`src/sdmc_pkg.sv`:
```
// Constants, types and encodings for the sensor start-up and mode control block
package sdmc_pkg;
	// Clock rate
	localparam int unsigned CLK_MHZ        = 250;
	// Command window lengths
	localparam int unsigned WIN_SLOW_MS    = 10;
	localparam int unsigned WIN_FAST_MS    = 3;
	localparam int unsigned WIN_SLOW_CYC   = WIN_SLOW_MS * 1000 * CLK_MHZ;
	localparam int unsigned WIN_FAST_CYC   = WIN_FAST_MS * 1000 * CLK_MHZ;
	// Measurement cycle phases
	localparam int unsigned TEMP_US        = 500;
	localparam int unsigned HUM_US         = 500;
	localparam int unsigned CALC_US        = 250;
	localparam int unsigned TEMP_CYC       = TEMP_US * CLK_MHZ;
	localparam int unsigned HUM_CYC        = HUM_US * CLK_MHZ;
	localparam int unsigned CALC_CYC       = CALC_US * CLK_MHZ;
	// Start-up limit, power-on to first ready
	localparam int unsigned STA_MAX_MS     = 55;
	localparam int unsigned STA_MAX_CYC    = STA_MAX_MS * 1000 * CLK_MHZ;
	localparam int unsigned CNT_W          = 22;
	localparam int unsigned BOOT_W         = 24;
	// Command codes, shared with the bus master
	localparam logic [7:0]  ENTER_CM_CODE  = 8'hA0;
	localparam logic [7:0]  ENTER_NOM_CODE = 8'h80;
	// Status bits of the first fetched byte
	localparam logic [1:0]  ST_VALID       = 2'h0;
	localparam logic [1:0]  ST_STALE       = 2'h1;
	localparam logic [1:0]  ST_CMD         = 2'h2;
	// Reset values
	localparam logic [6:0]  ADDR_RST       = 7'h00;
	localparam logic [13:0] MEAS_RST       = 14'h0000;

	typedef struct packed {
		logic [13:0] hum;
		logic [13:0] temp;
	} sdmc_meas_s;

	typedef enum logic [5:0] {
		M_WIN  = 6'h01,
		M_CMD  = 6'h02,
		M_TEMP = 6'h04,
		M_HUM  = 6'h08,
		M_CALC = 6'h10,
		M_OUT  = 6'h20
	} sdmc_main_e;

	typedef enum logic [6:0] {
		I_IDLE = 7'h01,
		I_ADDR = 7'h02,
		I_AACK = 7'h04,
		I_WDAT = 7'h08,
		I_DACK = 7'h10,
		I_RDAT = 7'h20,
		I_RACK = 7'h40
	} sdmc_i2c_e;
endpackage : sdmc_pkg

```
`src/sdmc_top.sv`:
```
// Start-up window, mode entry, measurement cycle and I2C slave of the sensor
// Functional notes
// (RULE1) After power-on the device always acts as I2C slave, whatever output is programmed.
// (RULE2) After reset a command window opens: 10 ms, or 3 ms with quick boot.
// (RULE3) Enter-command-mode inside the window enters command mode and stays there.
// (RULE4) Window timeout switches to output mode and runs one measurement cycle.
// (RULE5) Enter-normal-operation in command mode switches to output mode, one measurement.
// (RULE6) Slave answers on 7-bit address from the slave address field.
// (RULE7) Master clocks the bus between 20 kHz and 400 kHz; the bench master uses a 48 ns bit, about 20.8 MHz.
// (RULE8) Power-on to first ready data lies between 4.25 ms and 55 ms.
// (RULE9) Cycle: temperature, then humidity, then correction; output updated at end.
// (RULE10) Ready rises on new data and holds until a readout request.
// (RULE11) Command codes are configurable constants shared by both parties.
module sdmc_top #(
	parameter int unsigned WIN_SLOW_CYC = sdmc_pkg::WIN_SLOW_CYC,
	parameter int unsigned WIN_FAST_CYC = sdmc_pkg::WIN_FAST_CYC,
	parameter int unsigned TEMP_CYC     = sdmc_pkg::TEMP_CYC,
	parameter int unsigned HUM_CYC      = sdmc_pkg::HUM_CYC,
	parameter int unsigned CALC_CYC     = sdmc_pkg::CALC_CYC
) (
	// Clock and reset
	input  wire logic                 REF_CLK,
	input  wire logic                 RST_N,
	// I2C pins
	input  wire logic                 SCL,
	input  wire logic                 SDA_IN,
	output logic                      SDA_OUT,
	output logic                      SDA_OE,
	// Configuration word
	input  wire logic                 QUICK_BOOT,
	input  wire logic                 OUTPUT_PDM,
	input  wire logic [6:0]           SLAVE_ADDRESS_FIELD,
	// Front-end conversion results
	input  wire sdmc_pkg::sdmc_meas_s MEAS_IN,
	// Status
	output logic                      READY,
	output logic                      COMMAND_MODE,
	output logic                      I2C_ACTIVE,
	output logic                      MEAS_BUSY
);
	logic                 cfg_loaded;
	logic                 quick;
	logic                 pdm;
	logic [6:0]           addr;
	logic                 scl_s1, scl_s2, scl_d;
	logic                 sda_s1, sda_s2, sda_d;
	sdmc_pkg::sdmc_i2c_e  i_st;
	sdmc_pkg::sdmc_main_e m_st;
	sdmc_pkg::sdmc_main_e next_m_st;
	logic [3:0]           bitc;
	logic [7:0]           shreg;
	logic [7:0]           tx;
	logic [1:0]           byte_idx;
	logic                 rw;
	logic                 acked;
	logic                 cmd_stb;
	logic [7:0]           cmd_byte;
	logic                 fetch;
	logic                 mreq;
	logic [sdmc_pkg::CNT_W-1:0] cnt;
	logic                 ready;
	logic                 stale;
	logic [13:0]          meas_t;
	logic [13:0]          meas_h;
	sdmc_pkg::sdmc_meas_s outreg;

	// Configuration word is caught once, just after reset release
	always_ff @(posedge REF_CLK or negedge RST_N) begin
		if (!RST_N) begin
			cfg_loaded <= 1'b0;
			quick      <= 1'b0;
			pdm        <= 1'b0;
			addr       <= sdmc_pkg::ADDR_RST;
		end else if (!cfg_loaded) begin
			cfg_loaded <= 1'b1;
			quick      <= QUICK_BOOT;
			pdm        <= OUTPUT_PDM;
			addr       <= SLAVE_ADDRESS_FIELD;
		end
	end

	// Bus pins come from the master's domain
	always_ff @(posedge REF_CLK or negedge RST_N) begin
		if (!RST_N) begin
			{scl_s1, scl_s2, scl_d} <= 3'h7;
			{sda_s1, sda_s2, sda_d} <= 3'h7;
		end else begin
			{scl_s1, scl_s2, scl_d} <= {SCL, scl_s1, scl_s2};
			{sda_s1, sda_s2, sda_d} <= {SDA_IN, sda_s1, sda_s2};
		end
	end

	wire scl_rise = scl_s2 & ~scl_d;
	wire scl_fall = ~scl_s2 & scl_d;
	wire bus_start = scl_s2 & scl_d & sda_d & ~sda_s2;
	wire bus_stop = scl_s2 & scl_d & ~sda_d & sda_s2;
	wire in_boot = (m_st == sdmc_pkg::M_WIN) | (m_st == sdmc_pkg::M_CMD);
	// PDM parts still answer I2C until the start-up sequence ends
	wire i2c_on = ~pdm | in_boot;                                  // [RULE1]
	wire addr_hit = i2c_on & (shreg[7:1] == addr);                 // [RULE6]
	wire [1:0] status = COMMAND_MODE ? sdmc_pkg::ST_CMD : (stale ? sdmc_pkg::ST_STALE : sdmc_pkg::ST_VALID);
	wire [7:0] tx_byte = (byte_idx == 2'h0) ? {status, outreg.hum[13:8]} :
	                     (byte_idx == 2'h1) ? outreg.hum[7:0] :
	                     (byte_idx == 2'h2) ? outreg.temp[13:6] : {outreg.temp[5:0], 2'h0};
	// A fetch always opens with the status byte, whatever an earlier short read left
	wire [7:0] tx_first = {status, outreg.hum[13:8]};

	// I2C slave; SDA is only ever pulled low, changed after SCL falls
	always_ff @(posedge REF_CLK or negedge RST_N) begin
		if (!RST_N) begin
			i_st     <= sdmc_pkg::I_IDLE;
			bitc     <= 4'h0;
			shreg    <= 8'h00;
			tx       <= 8'h00;
			byte_idx <= 2'h0;
			rw       <= 1'b0;
			acked    <= 1'b0;
			SDA_OE   <= 1'b0;
			cmd_stb  <= 1'b0;
			cmd_byte <= 8'h00;
			fetch    <= 1'b0;
			mreq     <= 1'b0;
		end else begin
			cmd_stb <= 1'b0;
			fetch   <= 1'b0;
			mreq    <= 1'b0;
			if (bus_start) begin
				i_st   <= sdmc_pkg::I_ADDR;
				bitc   <= 4'h0;
				SDA_OE <= 1'b0;
			end else if (bus_stop) begin
				i_st   <= sdmc_pkg::I_IDLE;
				SDA_OE <= 1'b0;
			end else if (scl_rise) begin
				case (i_st)
					sdmc_pkg::I_ADDR, sdmc_pkg::I_WDAT: begin
						shreg <= {shreg[6:0], sda_s2};
						bitc  <= bitc + 4'h1;
					end
					sdmc_pkg::I_RDAT: bitc <= bitc + 4'h1;
					sdmc_pkg::I_RACK: acked <= ~sda_s2;
					default: ;
				endcase
			end else if (scl_fall) begin
				case (i_st)
					sdmc_pkg::I_ADDR: begin
						if (bitc == 4'h8 && addr_hit) begin   // [RULE6]
							i_st   <= sdmc_pkg::I_AACK;
							rw     <= shreg[0];
							SDA_OE <= 1'b1;
						end else if (bitc == 4'h8) begin
							i_st <= sdmc_pkg::I_IDLE;
						end
					end
					sdmc_pkg::I_AACK: begin
						bitc     <= 4'h0;
						byte_idx <= 2'h1;
						if (rw) begin
							i_st   <= sdmc_pkg::I_RDAT;
							fetch  <= 1'b1;                // [RULE10]
							SDA_OE <= ~tx_first[7];
							tx     <= {tx_first[6:0], 1'b0};
						end else begin
							i_st   <= sdmc_pkg::I_WDAT;
							mreq   <= (m_st == sdmc_pkg::M_OUT);
							SDA_OE <= 1'b0;
						end
					end
					sdmc_pkg::I_WDAT: begin
						if (bitc == 4'h8) begin
							i_st     <= sdmc_pkg::I_DACK;
							SDA_OE   <= 1'b1;
							cmd_stb  <= 1'b1;
							cmd_byte <= shreg;
						end
					end
					sdmc_pkg::I_DACK: begin
						i_st   <= sdmc_pkg::I_WDAT;
						bitc   <= 4'h0;
						SDA_OE <= 1'b0;
					end
					sdmc_pkg::I_RDAT: begin
						if (bitc == 4'h8) begin
							i_st   <= sdmc_pkg::I_RACK;
							SDA_OE <= 1'b0;
						end else begin
							SDA_OE <= ~tx[7];
							tx     <= {tx[6:0], 1'b0};
						end
					end
					sdmc_pkg::I_RACK: begin
						bitc <= 4'h0;
						if (acked) begin
							i_st     <= sdmc_pkg::I_RDAT;
							byte_idx <= byte_idx + 2'h1;
							SDA_OE   <= ~tx_byte[7];
							tx       <= {tx_byte[6:0], 1'b0};
						end else begin
							i_st <= sdmc_pkg::I_IDLE;
						end
					end
					default: i_st <= sdmc_pkg::I_IDLE;
				endcase
			end
		end
	end

	// Phase lengths; only the window length depends on the configuration
	localparam logic [sdmc_pkg::CNT_W-1:0] win_slow = WIN_SLOW_CYC[sdmc_pkg::CNT_W-1:0];
	localparam logic [sdmc_pkg::CNT_W-1:0] win_fast = WIN_FAST_CYC[sdmc_pkg::CNT_W-1:0];
	localparam logic [sdmc_pkg::CNT_W-1:0] temp_len = TEMP_CYC[sdmc_pkg::CNT_W-1:0];
	localparam logic [sdmc_pkg::CNT_W-1:0] hum_len = HUM_CYC[sdmc_pkg::CNT_W-1:0];
	localparam logic [sdmc_pkg::CNT_W-1:0] calc_len = CALC_CYC[sdmc_pkg::CNT_W-1:0];
	wire [sdmc_pkg::CNT_W-1:0] lim = (m_st == sdmc_pkg::M_WIN) ? (quick ? win_fast : win_slow) :  // [RULE2]
	                                 (m_st == sdmc_pkg::M_TEMP) ? temp_len :
	                                 (m_st == sdmc_pkg::M_HUM) ? hum_len : calc_len;
	wire tmo = (cnt >= lim - 1'b1);
	wire cm_cmd = cmd_stb & (cmd_byte == sdmc_pkg::ENTER_CM_CODE);    // [RULE11]
	wire nom_cmd = cmd_stb & (cmd_byte == sdmc_pkg::ENTER_NOM_CODE);  // [RULE11]
	wire done = (m_st == sdmc_pkg::M_CALC) & tmo;

	always_comb begin
		next_m_st = m_st;
		case (m_st)
			sdmc_pkg::M_WIN: begin
				if (cm_cmd)
					next_m_st = sdmc_pkg::M_CMD;     // [RULE3]
				else if (tmo)
					next_m_st = sdmc_pkg::M_TEMP;    // [RULE4]
			end
			sdmc_pkg::M_CMD:  if (nom_cmd) next_m_st = sdmc_pkg::M_TEMP;  // [RULE5]
			sdmc_pkg::M_TEMP: if (tmo) next_m_st = sdmc_pkg::M_HUM;       // [RULE9]
			sdmc_pkg::M_HUM:  if (tmo) next_m_st = sdmc_pkg::M_CALC;      // [RULE9]
			sdmc_pkg::M_CALC: if (tmo) next_m_st = sdmc_pkg::M_OUT;       // [RULE9]
			sdmc_pkg::M_OUT:  if (mreq) next_m_st = sdmc_pkg::M_TEMP;
			default: next_m_st = sdmc_pkg::M_WIN;
		endcase
	end

	always_ff @(posedge REF_CLK or negedge RST_N) begin
		if (!RST_N) begin
			m_st <= sdmc_pkg::M_WIN;
			cnt  <= '0;
		end else begin
			m_st <= next_m_st;
			cnt  <= (next_m_st != m_st) ? '0 : cnt + 1'b1;
		end
	end

	// Results land in the output register only when the cycle ends
	always_ff @(posedge REF_CLK or negedge RST_N) begin
		if (!RST_N) begin
			meas_t <= sdmc_pkg::MEAS_RST;
			meas_h <= sdmc_pkg::MEAS_RST;
			outreg <= '0;
		end else begin
			if (m_st == sdmc_pkg::M_TEMP && tmo)
				meas_t <= MEAS_IN.temp;
			if (m_st == sdmc_pkg::M_HUM && tmo)
				meas_h <= MEAS_IN.hum;
			if (done)
				outreg <= '{hum: meas_h, temp: meas_t};                  // [RULE9]
		end
	end

	// New data beats a fetch in the same cycle
	always_ff @(posedge REF_CLK or negedge RST_N) begin
		if (!RST_N) begin
			ready <= 1'b0;
			stale <= 1'b0;
		end else begin
			ready <= done | (ready & ~fetch);                            // [RULE10]
			stale <= ~done & (stale | fetch);
		end
	end

	assign SDA_OUT = 1'b0;
	assign READY = ready;
	assign COMMAND_MODE = (m_st == sdmc_pkg::M_CMD);
	assign I2C_ACTIVE = i2c_on;
	assign MEAS_BUSY = (m_st == sdmc_pkg::M_TEMP) | (m_st == sdmc_pkg::M_HUM) | (m_st == sdmc_pkg::M_CALC);

	// Checker helpers
	logic [sdmc_pkg::BOOT_W-1:0] boot_cnt;
	logic                        seen_ready;
	always_ff @(posedge REF_CLK or negedge RST_N) begin
		if (!RST_N) begin
			boot_cnt   <= '0;
			seen_ready <= 1'b0;
		end else begin
			boot_cnt   <= seen_ready ? boot_cnt : boot_cnt + 1'b1;
			seen_ready <= seen_ready | ready;
		end
	end

	property p_boot_slave;
		@(posedge REF_CLK) disable iff (!RST_N) in_boot |-> I2C_ACTIVE;
	endproperty
	a_boot_slave: assert property (p_boot_slave) else $error("I2C off during start-up"); // [RULE1]
	property p_win_holds;
		@(posedge REF_CLK) disable iff (!RST_N) m_st == sdmc_pkg::M_WIN && !tmo && !cm_cmd |=> m_st == sdmc_pkg::M_WIN;
	endproperty
	a_win_holds: assert property (p_win_holds) else $error("Window closed early"); // [RULE2]
	property p_cm_enter;
		@(posedge REF_CLK) disable iff (!RST_N)
			m_st == sdmc_pkg::M_WIN && cm_cmd |=> (COMMAND_MODE && !MEAS_BUSY) [*3];
	endproperty
	a_cm_enter: assert property (p_cm_enter) else $error("Command mode not entered"); // [RULE3]
	property p_win_timeout;
		@(posedge REF_CLK) disable iff (!RST_N)
			m_st == sdmc_pkg::M_WIN && tmo && !cm_cmd |=> m_st == sdmc_pkg::M_TEMP && cnt == '0;
	endproperty
	a_win_timeout: assert property (p_win_timeout) else $error("Timeout did not start cycle"); // [RULE4]
	property p_nom;
		@(posedge REF_CLK) disable iff (!RST_N) COMMAND_MODE && nom_cmd |=> MEAS_BUSY && !COMMAND_MODE;
	endproperty
	a_nom: assert property (p_nom) else $error("Normal operation not entered"); // [RULE5]
	property p_addr_miss;
		@(posedge REF_CLK) disable iff (!RST_N)
			i_st == sdmc_pkg::I_ADDR && scl_fall && bitc == 4'h8 && !addr_hit && !bus_start |=> !SDA_OE;
	endproperty
	a_addr_miss: assert property (p_addr_miss) else $error("Acked foreign address"); // [RULE6]
	property p_startup;
		@(posedge REF_CLK) disable iff (!RST_N)
			$rose(READY) && !seen_ready |-> boot_cnt <= sdmc_pkg::STA_MAX_CYC[sdmc_pkg::BOOT_W-1:0];
	endproperty
	a_startup: assert property (p_startup) else $error("First data too late"); // [RULE8]
	property p_order;
		@(posedge REF_CLK) disable iff (!RST_N)
			m_st == sdmc_pkg::M_TEMP && tmo |=> m_st == sdmc_pkg::M_HUM && !$rose(READY);
	endproperty
	a_order: assert property (p_order) else $error("Humidity did not follow temperature"); // [RULE9]
	property p_ready_hold;
		@(posedge REF_CLK) disable iff (!RST_N) READY && !fetch |=> READY;
	endproperty
	a_ready_hold: assert property (p_ready_hold) else $error("Ready dropped without fetch"); // [RULE10]
	property p_ready_set;
		@(posedge REF_CLK) disable iff (!RST_N) done |=> READY && m_st == sdmc_pkg::M_OUT;
	endproperty
	a_ready_set: assert property (p_ready_set) else $error("Ready missing after cycle"); // [RULE10]
endmodule : sdmc_top
```
`config.mk`:
```
export PLATFORM = sky130hd
export DESIGN_NAME = sdmc_top
export DESIGN_NICKNAME = d
export VERILOG_FILES = /design/src/sdmc_pkg.sv /design/src/sdmc_top.sv
export SDC_FILE = /design/constraint.sdc
export NUM_CORES = 1
export LEC_CHECK = 0
export ABC_CLOCK_PERIOD_IN_PS = 3800
export BUFFER_PORTS_ARGS = -buffer_cell sky130_fd_sc_hd__buf_2
export CAP_MARGIN = 5
export CORE_AREA = 2 2 119 121
export CTS_BUF_LIST = sky130_fd_sc_hd__clkbuf_8 sky130_fd_sc_hd__clkbuf_16
export CTS_CLUSTER_SIZE = 14
export DETAILED_ROUTE_END_ITERATION = 10
export DIE_AREA = 0 0 121 123
export HOLD_SLACK_MARGIN = 0.02
export PLACE_DENSITY = 0.84
export SYNTH_ARGS = -nofsm -noshare
export SYNTH_HDL_FRONTEND = slang
export SYNTH_SLANG_ARGS = --single-unit
```
`constraint.sdc`:
```
create_clock -name REF_CLK -period 3.8 [get_ports REF_CLK]
set_input_delay 0 -clock REF_CLK [delete_from_list [all_inputs] [get_ports REF_CLK]]
set_output_delay 0 -clock REF_CLK [all_outputs]
set_load 0.01 [all_outputs]
```
==> results.md, run 1 <==
- The clock latency of the later-clocked register in the worst-skew pair is 0.43 ns.
- The run finished with clean final reports.
- 47 I/O pins were placed.
- The combined flip-flop and latch cell area is 3610 µm².
- The starting density of the core is 53.7%.
- The layout has 1040 filler cells.
- The number of buffers added by the clock tree synthesis step is 17.
- Hold timing on the final database bottoms out at a slack of 0.211 ns.
- The congestion estimate from routability-driven global placement came to 0.972.
- The repair_antennas step left the layout with diodes totalling 0.
- The number of antenna violations at the first check in global routing is 0.
- Cells with a size suffix above 1 make up 28.7% of the layout.
- The count of cells in the finished layout, fillers not included, comes to 919.
- For this design, the sink count on the clock tree is 144.
- Data on the critical path arrives at its endpoint at 3.94 ns.
- The critical path is of the reg2reg type.
- For this block, the routed nets add up to 16.0 mm of wire.
- Leaving out fill and tap cells, the most frequent cell in the layout is dfrtp_1.
- Timing would allow up to 275 MHz.
- The full die area is 14900 µm².
- The fraction of registers with async set or reset after synthesis is 100%.
- The placed cell area is 7720 µm².
- The total via count in the routed design is 5257.
- The final number of hold-violating endpoints is 0.
- The overall power of the completed layout is 3.54 mW.
- The die is 121 µm wide.
- The reported leakage power is 4.21 nW.
- The number of antenna-violating nets in the routed design is 0.
- The slack of the worst reg-to-reg path is 0.17 ns.
- The area growth from synthesis to layout is 19.9%.
- The type of element launching the critical path is a flop.
- Power spread over the standard cell area amounts to 404 nW/µm².
- The cell area that synthesis handed to floorplanning was 7300 µm².
- The most used flip-flop cell after synthesis is dfrtp_1.
- The count of synthesis-stage warnings from yosys is 0.
- Setup repair after global routing left no endpoint under its margin.
- Setup violations remaining at the end of the flow were counted as 0.
- The die extent in y is 123 µm.
- The post-route core utilization is 64.3%.
- The post-route clock skew is 0.00687 ns.
- The number of max-cap violations is 0.
- After detailed routing, the number of remaining DRC violations is 0.
- The number of global-route vias before repair is 5531.
- The critical-path maximum fanout is 15.
- Before CTS, the worst setup slack after placement is 0.191 ns.
- The number of standard cells after synthesis is 641.
- The clock passes through at most 2 buffers.
- The core region is 13600 µm².
- Counting distinct cell types in the post-synthesis netlist gives 66.
- The worst relative slew slack is 32.5%.
- The worst-case IR drop observed on VDD is 398 µV.
- The number of placement rows is 43.
- The area used by multi-input combinational logic is 3450 µm².
- The transition time of the tightest slew-check pin is 1.01 ns.
- In this run the clock root is driven by a clkbuf_16.
- The worst setup path is captured at a flop.
- The number of DRC markers after the initial detailed-route iteration is 449.
- After clock tree synthesis, the clock-pin slew on the worst setup and hold paths is 0.06 ns.
- The fraction of the cycle the final worst path needs is 95.5%.
- Counting tap cells, the placed design contains a total of 848 instances.
- The required time at the worst-slack endpoint is 4.11 ns.
- The H-tree depth is 4.
- The first global-routing pass estimated 27.1 mm of wire.
- The TritonCTS clock tree is yes.
- The final net count is 797.
- The synthesized area per cell is 11.4 µm².
- The total negative setup slack is 0 ns.
- The final design area excluding fillers is 8760 µm².
- The port buffer count is 45.
- The final worst setup slack is 0.169 ns.
- Sequential cells were found to cover 49.5% of the synthesized design area.
- The first detailed-routing pass ran for 5 iterations.
- The number of max-slew violations in the final report is 0.
- The average vias per placed instance is 5.72.
- In the layout the commonest cells are dfrtp_1 (135), mux2_2 (87), buf_2 (44).
- The wire-length estimate of the detail-placed layout is 10.8 mm.
- Entering global routing, the biggest net connects 116 pins.
- The routed wirelength normalized by instance count is 17.4 µm.
- In this run, synthesis produced a sequential element count of 144.
- In this run the worst hold path is classified as in2reg.
- After global routing the overflow that remains totals 0.
- In the global route stage, overall resource usage came out at 23.2%.
- The number of flops mapped to enable cells by yosys is 0.
- For the finished layout, the period the worst path requires is 3.63 ns.
## report_power, final
part	total (mW)	internal (mW)	switching [mW]
combinational	0.182	0.0894	0.0930
clock	1.76	1.11	0.648
sequential	1.59	1.57	0.0263
## worst max-delay path, cell delays in order (launching register included)
cell and delay (ns):
dfrtp_1 0.44, or4_1 0.52, buf_4 0.18, or3_1 0.42
ha_1 0.35, a21o_1 0.17, a21oi_1 0.18, a21oi_1 0.12
o21ai_0 0.39, a21o_1 0.17, buf_4 0.21, mux2_2 0.37
## area by class of cell
cell class | count | share of cell area, %
well taps | 180 | 2.57
flip-flops and latches | 144 | 41.3
inverters | 25 | 1.07
repair buffers | 97 | 8.53
multi-input cells | 443 | 39.4
clock inverters | 12 | 2.09
clock buffers | 18 | 5.02
## metal layers
layer | GRT usage, % | vias up | part of all wire, % | wire length [µm]
met5 | 0 | - | 0 | 0
met4 | 7.92 | 0 | 1.6 | 253
met3 | 5.54 | 28 | 3.9 | 621
met2 | 40.8 | 144 | 53 | 8510
met1 | 28.2 | 2603 | 41 | 6640
li1 | - | 2482 | - | -
## logic make-up (layout without fill, tap and decap cells)
| logic type | count (synthesis) | in the layout | share of synthesized area, % |
|---|---|---|---|
| AND/OR/NAND/NOR | 177 | 177 | 13.8 |
| flip-flops | 144 | 144 | 49.5 |
| AO/OA/AOI/OAI | 107 | 107 | 9.95 |
| other | 2 | 4 | 0.103 |
| adder cells (fa/ha/maj) | 28 | 28 | 4.80 |
| XOR/XNOR | 34 | 34 | 4.08 |
| buffers and inverters | 56 | 152 | 3.56 |
| multiplexers | 93 | 93 | 14.2 |
## repair_timing
| item | CTS | global route |
|---|---|---|
| hold buffers | 40 | 0 |
| resized for setup | 0 | 2 |
| buffers inserted | 0 | 1 |
| endpoints found under the setup margin | 0 | 14 |
| endpoints found under the hold margin | 145 | 0 |
## registers in the layout (all words and copies together) (netlist names), 7 cells and up
| register | cells |
|---|---|
| addr | 7 |
| cmd_byte | 8 |
| cnt | 22 |
| i_st | 7 |
| meas_h | 14 |
| meas_t | 14 |
| outreg | 28 |
| shreg | 8 |
| tx | 7 |
## cell usage after synthesis (all sizes together), types with 8 or more instances
library cell    n  area (µm²)
xnor2           9        78.8
nand4          10        62.6
nor2           36         135
inv            25        93.8
dfrtp         136        3400
dfstp           8         210
nand2          35         131
buf            14         103
mux2           87         980
o21ai          19        95.1
xor2           25         219
clkbuf         17        63.8
ha             28         350
a21oi          29         145
nand3          22         115
nor3           30         250
## path summary, 6_finish.rpt
kind	from	to	cells after the start
worst max register to register	m_st[5]	meas_t[5]	11
min in group asynchronous	RST_N	addr[2]	2
worst min register to register	sda_s1	sda_s2	0
worst max-delay path	m_st[5]	meas_t[5]	11
max in group asynchronous	RST_N	addr[4]	3
worst min-delay path	SDA_IN	sda_s1	2
Note: power is estimated with default switching activity, not from simulation.
==> run 2: changes to the inputs <==
Settings changed: ABC_CLOCK_PERIOD_IN_PS 3800 to 4500, CORE_AREA 2 2 119 121 to 2 2 114 116, DIE_AREA 0 0 121 123 to 0 0 116 118, PLACE_DENSITY 0.84 to 0.87.
Clock period 3.8 ns to 4.5 ns, I/O delays scaled along.
==> run 2 against run 1 <==
Net effect:
- maximum frequency is 12% lower
- design area is 1.6% lower
- final cell count is 1.5% lower
- highest routed layer unchanged
- clock skew is 0.0017 ns higher
- critical path type unchanged
==> results.md, run 2 (synthesis results as in run 1) <==
- The flow ran to the end, and the final reports show no timing, DRC or antenna violations.
- The number of flip-flops under the largest register name is 28 (unchanged).
- The number of iterations in the first detailed-routing pass came to 6 (+1).
- The delay contributed by the slowest stage of the critical path is 0.66 ns (+0.14 ns).
- The number of antenna cells inserted is 0 (unchanged).
- The largest registers in the layout are outreg (28), cnt (22).
- The worst setup path is launched from a flop.
- In the layout the commonest cells are dfrtp_1 (136), mux2_2 (87), buf_2 (44).
- The total negative setup slack is 0 ns (unchanged).
- The maximum number of pins on one net before global-route repair was 107 (-7.8%).
- The critical path buffer and inverter count is 3 (+1).
- The fraction of the cycle the final worst path needs came to 91.3% (-4.3 points).
- The type of the worst setup path is reg2reg.
- The placed cell area is 7640 µm² (-1.0%).
- Setup repair after global routing left no endpoint under its margin.
- The area used by multi-input combinational logic is 3450 µm² (-0.18%).
- The maximum buffer depth of the clock tree is 2 (unchanged).
- The wire length of the first global-routing pass is 26.2 mm (-3.4%).
- The number of max-slew violations in the final report came to 0 (unchanged).
- From synthesis to final layout, the design area changed by 18.0%.
- The classification of the worst-slack hold path is in2reg.
- Walking the worst path, the cells encountered are or4_1, or2_2, inv_1, nand2_1, nand2_1, inv_1, ha_1, nand4_1, a311o_1, o211ai_1, inv_1, a21o_1, mux2_2.
- The number of global-route vias before repair is 5380 (-2.7%).
- The die extent in y is 118 µm (-4.1%).
- The die span in x is 116 µm (-4.1%).
- The total power density per cell area was 336 nW/µm² (-17%).
- The overflow left after global routing is 0 (unchanged).
- TritonCTS built the clock tree.
- The number of DRC markers after the initial detailed-route iteration is 465 (+3.6%).
- The routed wirelength normalized by instance count is 17.4 µm (about the same).
- The starting density of the core is 58.8% (+5.2 points).
- The final design area excluding fillers is 8620 µm² (-1.6%).
- The final net count is 790 (-0.88%).
- The full die area is 13700 µm² (-8.0%).
- The non-filler instance count after layout is 905 (-1.5%).
- The total wire length was 15.8 mm (-1.5%).
- The number of sinks driven by the clock tree is 144 (unchanged).
- The tree is rooted in a clkbuf_16.
- The minimum period implied by the final worst setup slack is 4.11 ns (+0.476 ns).
- The reported leakage power is 4.15 nW (-1.4%).
- The final number of hold-violating endpoints was 0 (unchanged).
- The overall power of the completed layout is 2.90 mW (-18%).
- The switching portion of total power is 23.1% (+1.4 points).
- The fraction of layout instances using a drive strength above 1 is 27.4% (-1.3 points).
- The required time at the worst-slack endpoint is 4.82 ns (+0.71 ns).
- The final worst hold slack is 0.200 ns (-0.0103 ns).
- The most common cell after layout, fill and taps aside is dfrtp_1.
- The worst-case vdd ir drop is 347 µV (-13%).
- The total core area is 12400 µm² (-8.8%).
- The signal arrival time at the worst endpoint is 4.43 ns (+0.49 ns).
- The post-route core utilization is 69.4% (+5.1 points).
- The average vias per placed instance is 5.92 (+3.6%).
- The number of buffers added by the clock tree synthesis step is 17 (unchanged).
- The overall routing resource usage is 24.6% (+1.3 points).
- The critical-path maximum fanout came to 15 (unchanged).
- The post-route clock skew is 0.00857 ns (+0.00170 ns).
- The cell with the biggest individual delay on the critical path is or4_1.
- The number of setup violations in the final report came to 0 (unchanged).
- The final worst setup slack is 0.394 ns (+0.225 ns).
- The number of antenna violations at the first check in global routing is 0 (unchanged).
- The register bank with the most flops is outreg.
- The fraction of power consumed by the clock network is 48.3% (-1.5 points).
- The post-route DRC violation count came to 0 (unchanged).
- The clock latency of the later-clocked register in the worst-skew pair is 0.44 ns (about the same).
- The port buffer count is 45 (unchanged).
- The placed instance count is 834 (-1.7%).
- The power share of the sequential group is 46.4% (+1.4 points).
- The H-tree depth is 4 (unchanged).
- The cell seen most often among critical-path stages is inv_1.
- The part of the power in combinational logic was 5.3% (about the same).
- The minimum setup slack after placement is 0.522 ns (+0.331 ns).
- The number of buffers inserted to repair setup after CTS is 0 (unchanged).
- The total via count in the routed design is 5361 (+2.0%).
- The maximum achievable frequency is 244 MHz (-12%).
- The reported net switching power came to 669 µW (-13%).
- The post-CTS clock slew at the launch and capture registers of the worst setup and hold paths is 0.06 ns (about the same).
- The number of antenna-violating nets in the routed design came to 0 (unchanged).
- The transition time of the tightest slew-check pin is 0.953 ns (-0.0593 ns).
- The number of I/O pins is 47 (unchanged).
- The final weighted congestion in routability-driven placement came to 0.902 (-7.2%).
- The number of max-cap violations is 0 (unchanged).
- The combined flip-flop and latch cell area is 3610 µm² (about the same).
- The total of fill cells in the finished design was 899 (-14%).
- The number of placement rows is 41 (-4.7%).
- The detailed placer's ending HPWL is 10.4 mm (-3.8%).
- On the critical path the largest part of the delay comes from simple AND/OR/NAND/NOR gates.
- The worst relative slew slack is 36.4% (+4.0 points).
- The design internal power is 2.23 mW (-20%).
- The type of destination of the critical path is a flop.
-- run 2: changes by cell type in the layout (fill, tap and decap cells not counted), sizes merged --
| cell | before | now |
|---|---|---|
| bufinv | 4 | 2 |
| buf | 57 | 50 |
| clkinv | 5 | 4 |
| inv | 28 | 31 |
| clkinvlp | 0 | 1 |
-- run 2: power groups by stage --
stage               clock network, mW  registers, mW  logic [mW]
global route                     1.47           1.35       0.172
detailed placement                  0           1.37       0.126
floorplan                           0           1.36      0.0710
finish                           1.40           1.34       0.153
CTS                              1.41           1.34       0.154
global placement                    0           1.37       0.121
-- run 2: worst reg2reg max path: cells and delay by family (launching register included) --
family / cells / cell delay, ns
AO/OA/AOI/OAI: 3 / 1.01
adder cells (fa/ha/maj): 1 / 0.31
flip-flops: 1 / 0.50
buffers and inverters: 3 / 0.37
AND/OR/NAND/NOR: 5 / 1.43
multiplexers: 1 / 0.38
-- run 2: layer usage --
layer	track usage, %	up-vias	routed length, µm
li1	-	2479	-
met1	31.1	2644	6790
met2	39.6	181	7840
met3	5.51	57	669
met4	12.0	0	496
met5	0	-	0
-- run 2: timing repair --
| action | 4_1_cts | 5_1_grt |
|---|---|---|
| resized for setup | 0 | 0 |
| hold buffers | 40 | 0 |
| hold endpoints to repair | 136 | 0 |
-- run 2: path summary, 6_finish.rpt --
path                            slack (ns)     from  depth (start not counted)        end
worst max-delay path                  0.39  m_st[3]                         13  meas_t[8]
worst min-delay path                  0.20      SCL                          2     scl_s1
worst max register to register        0.39  m_st[3]                         13  meas_t[8]
worst min register to register        0.35   sda_s1                          0     sda_s2
max in group asynchronous             3.16    RST_N                          3  outreg[3]
min in group asynchronous             0.27    RST_N                          2    addr[0]
-- run 2: final cells by class --
cell class                      instances  share of cell area, %
Tap cell                              172                   2.50
Clock inverter                         13                   1.63
Timing Repair Buffer                   90                   7.77
Multi-Input combinational cell        443                   40.0
Clock buffer                           18                   5.10
Inverter                               25                   1.09
Sequential cell                       144                   41.9
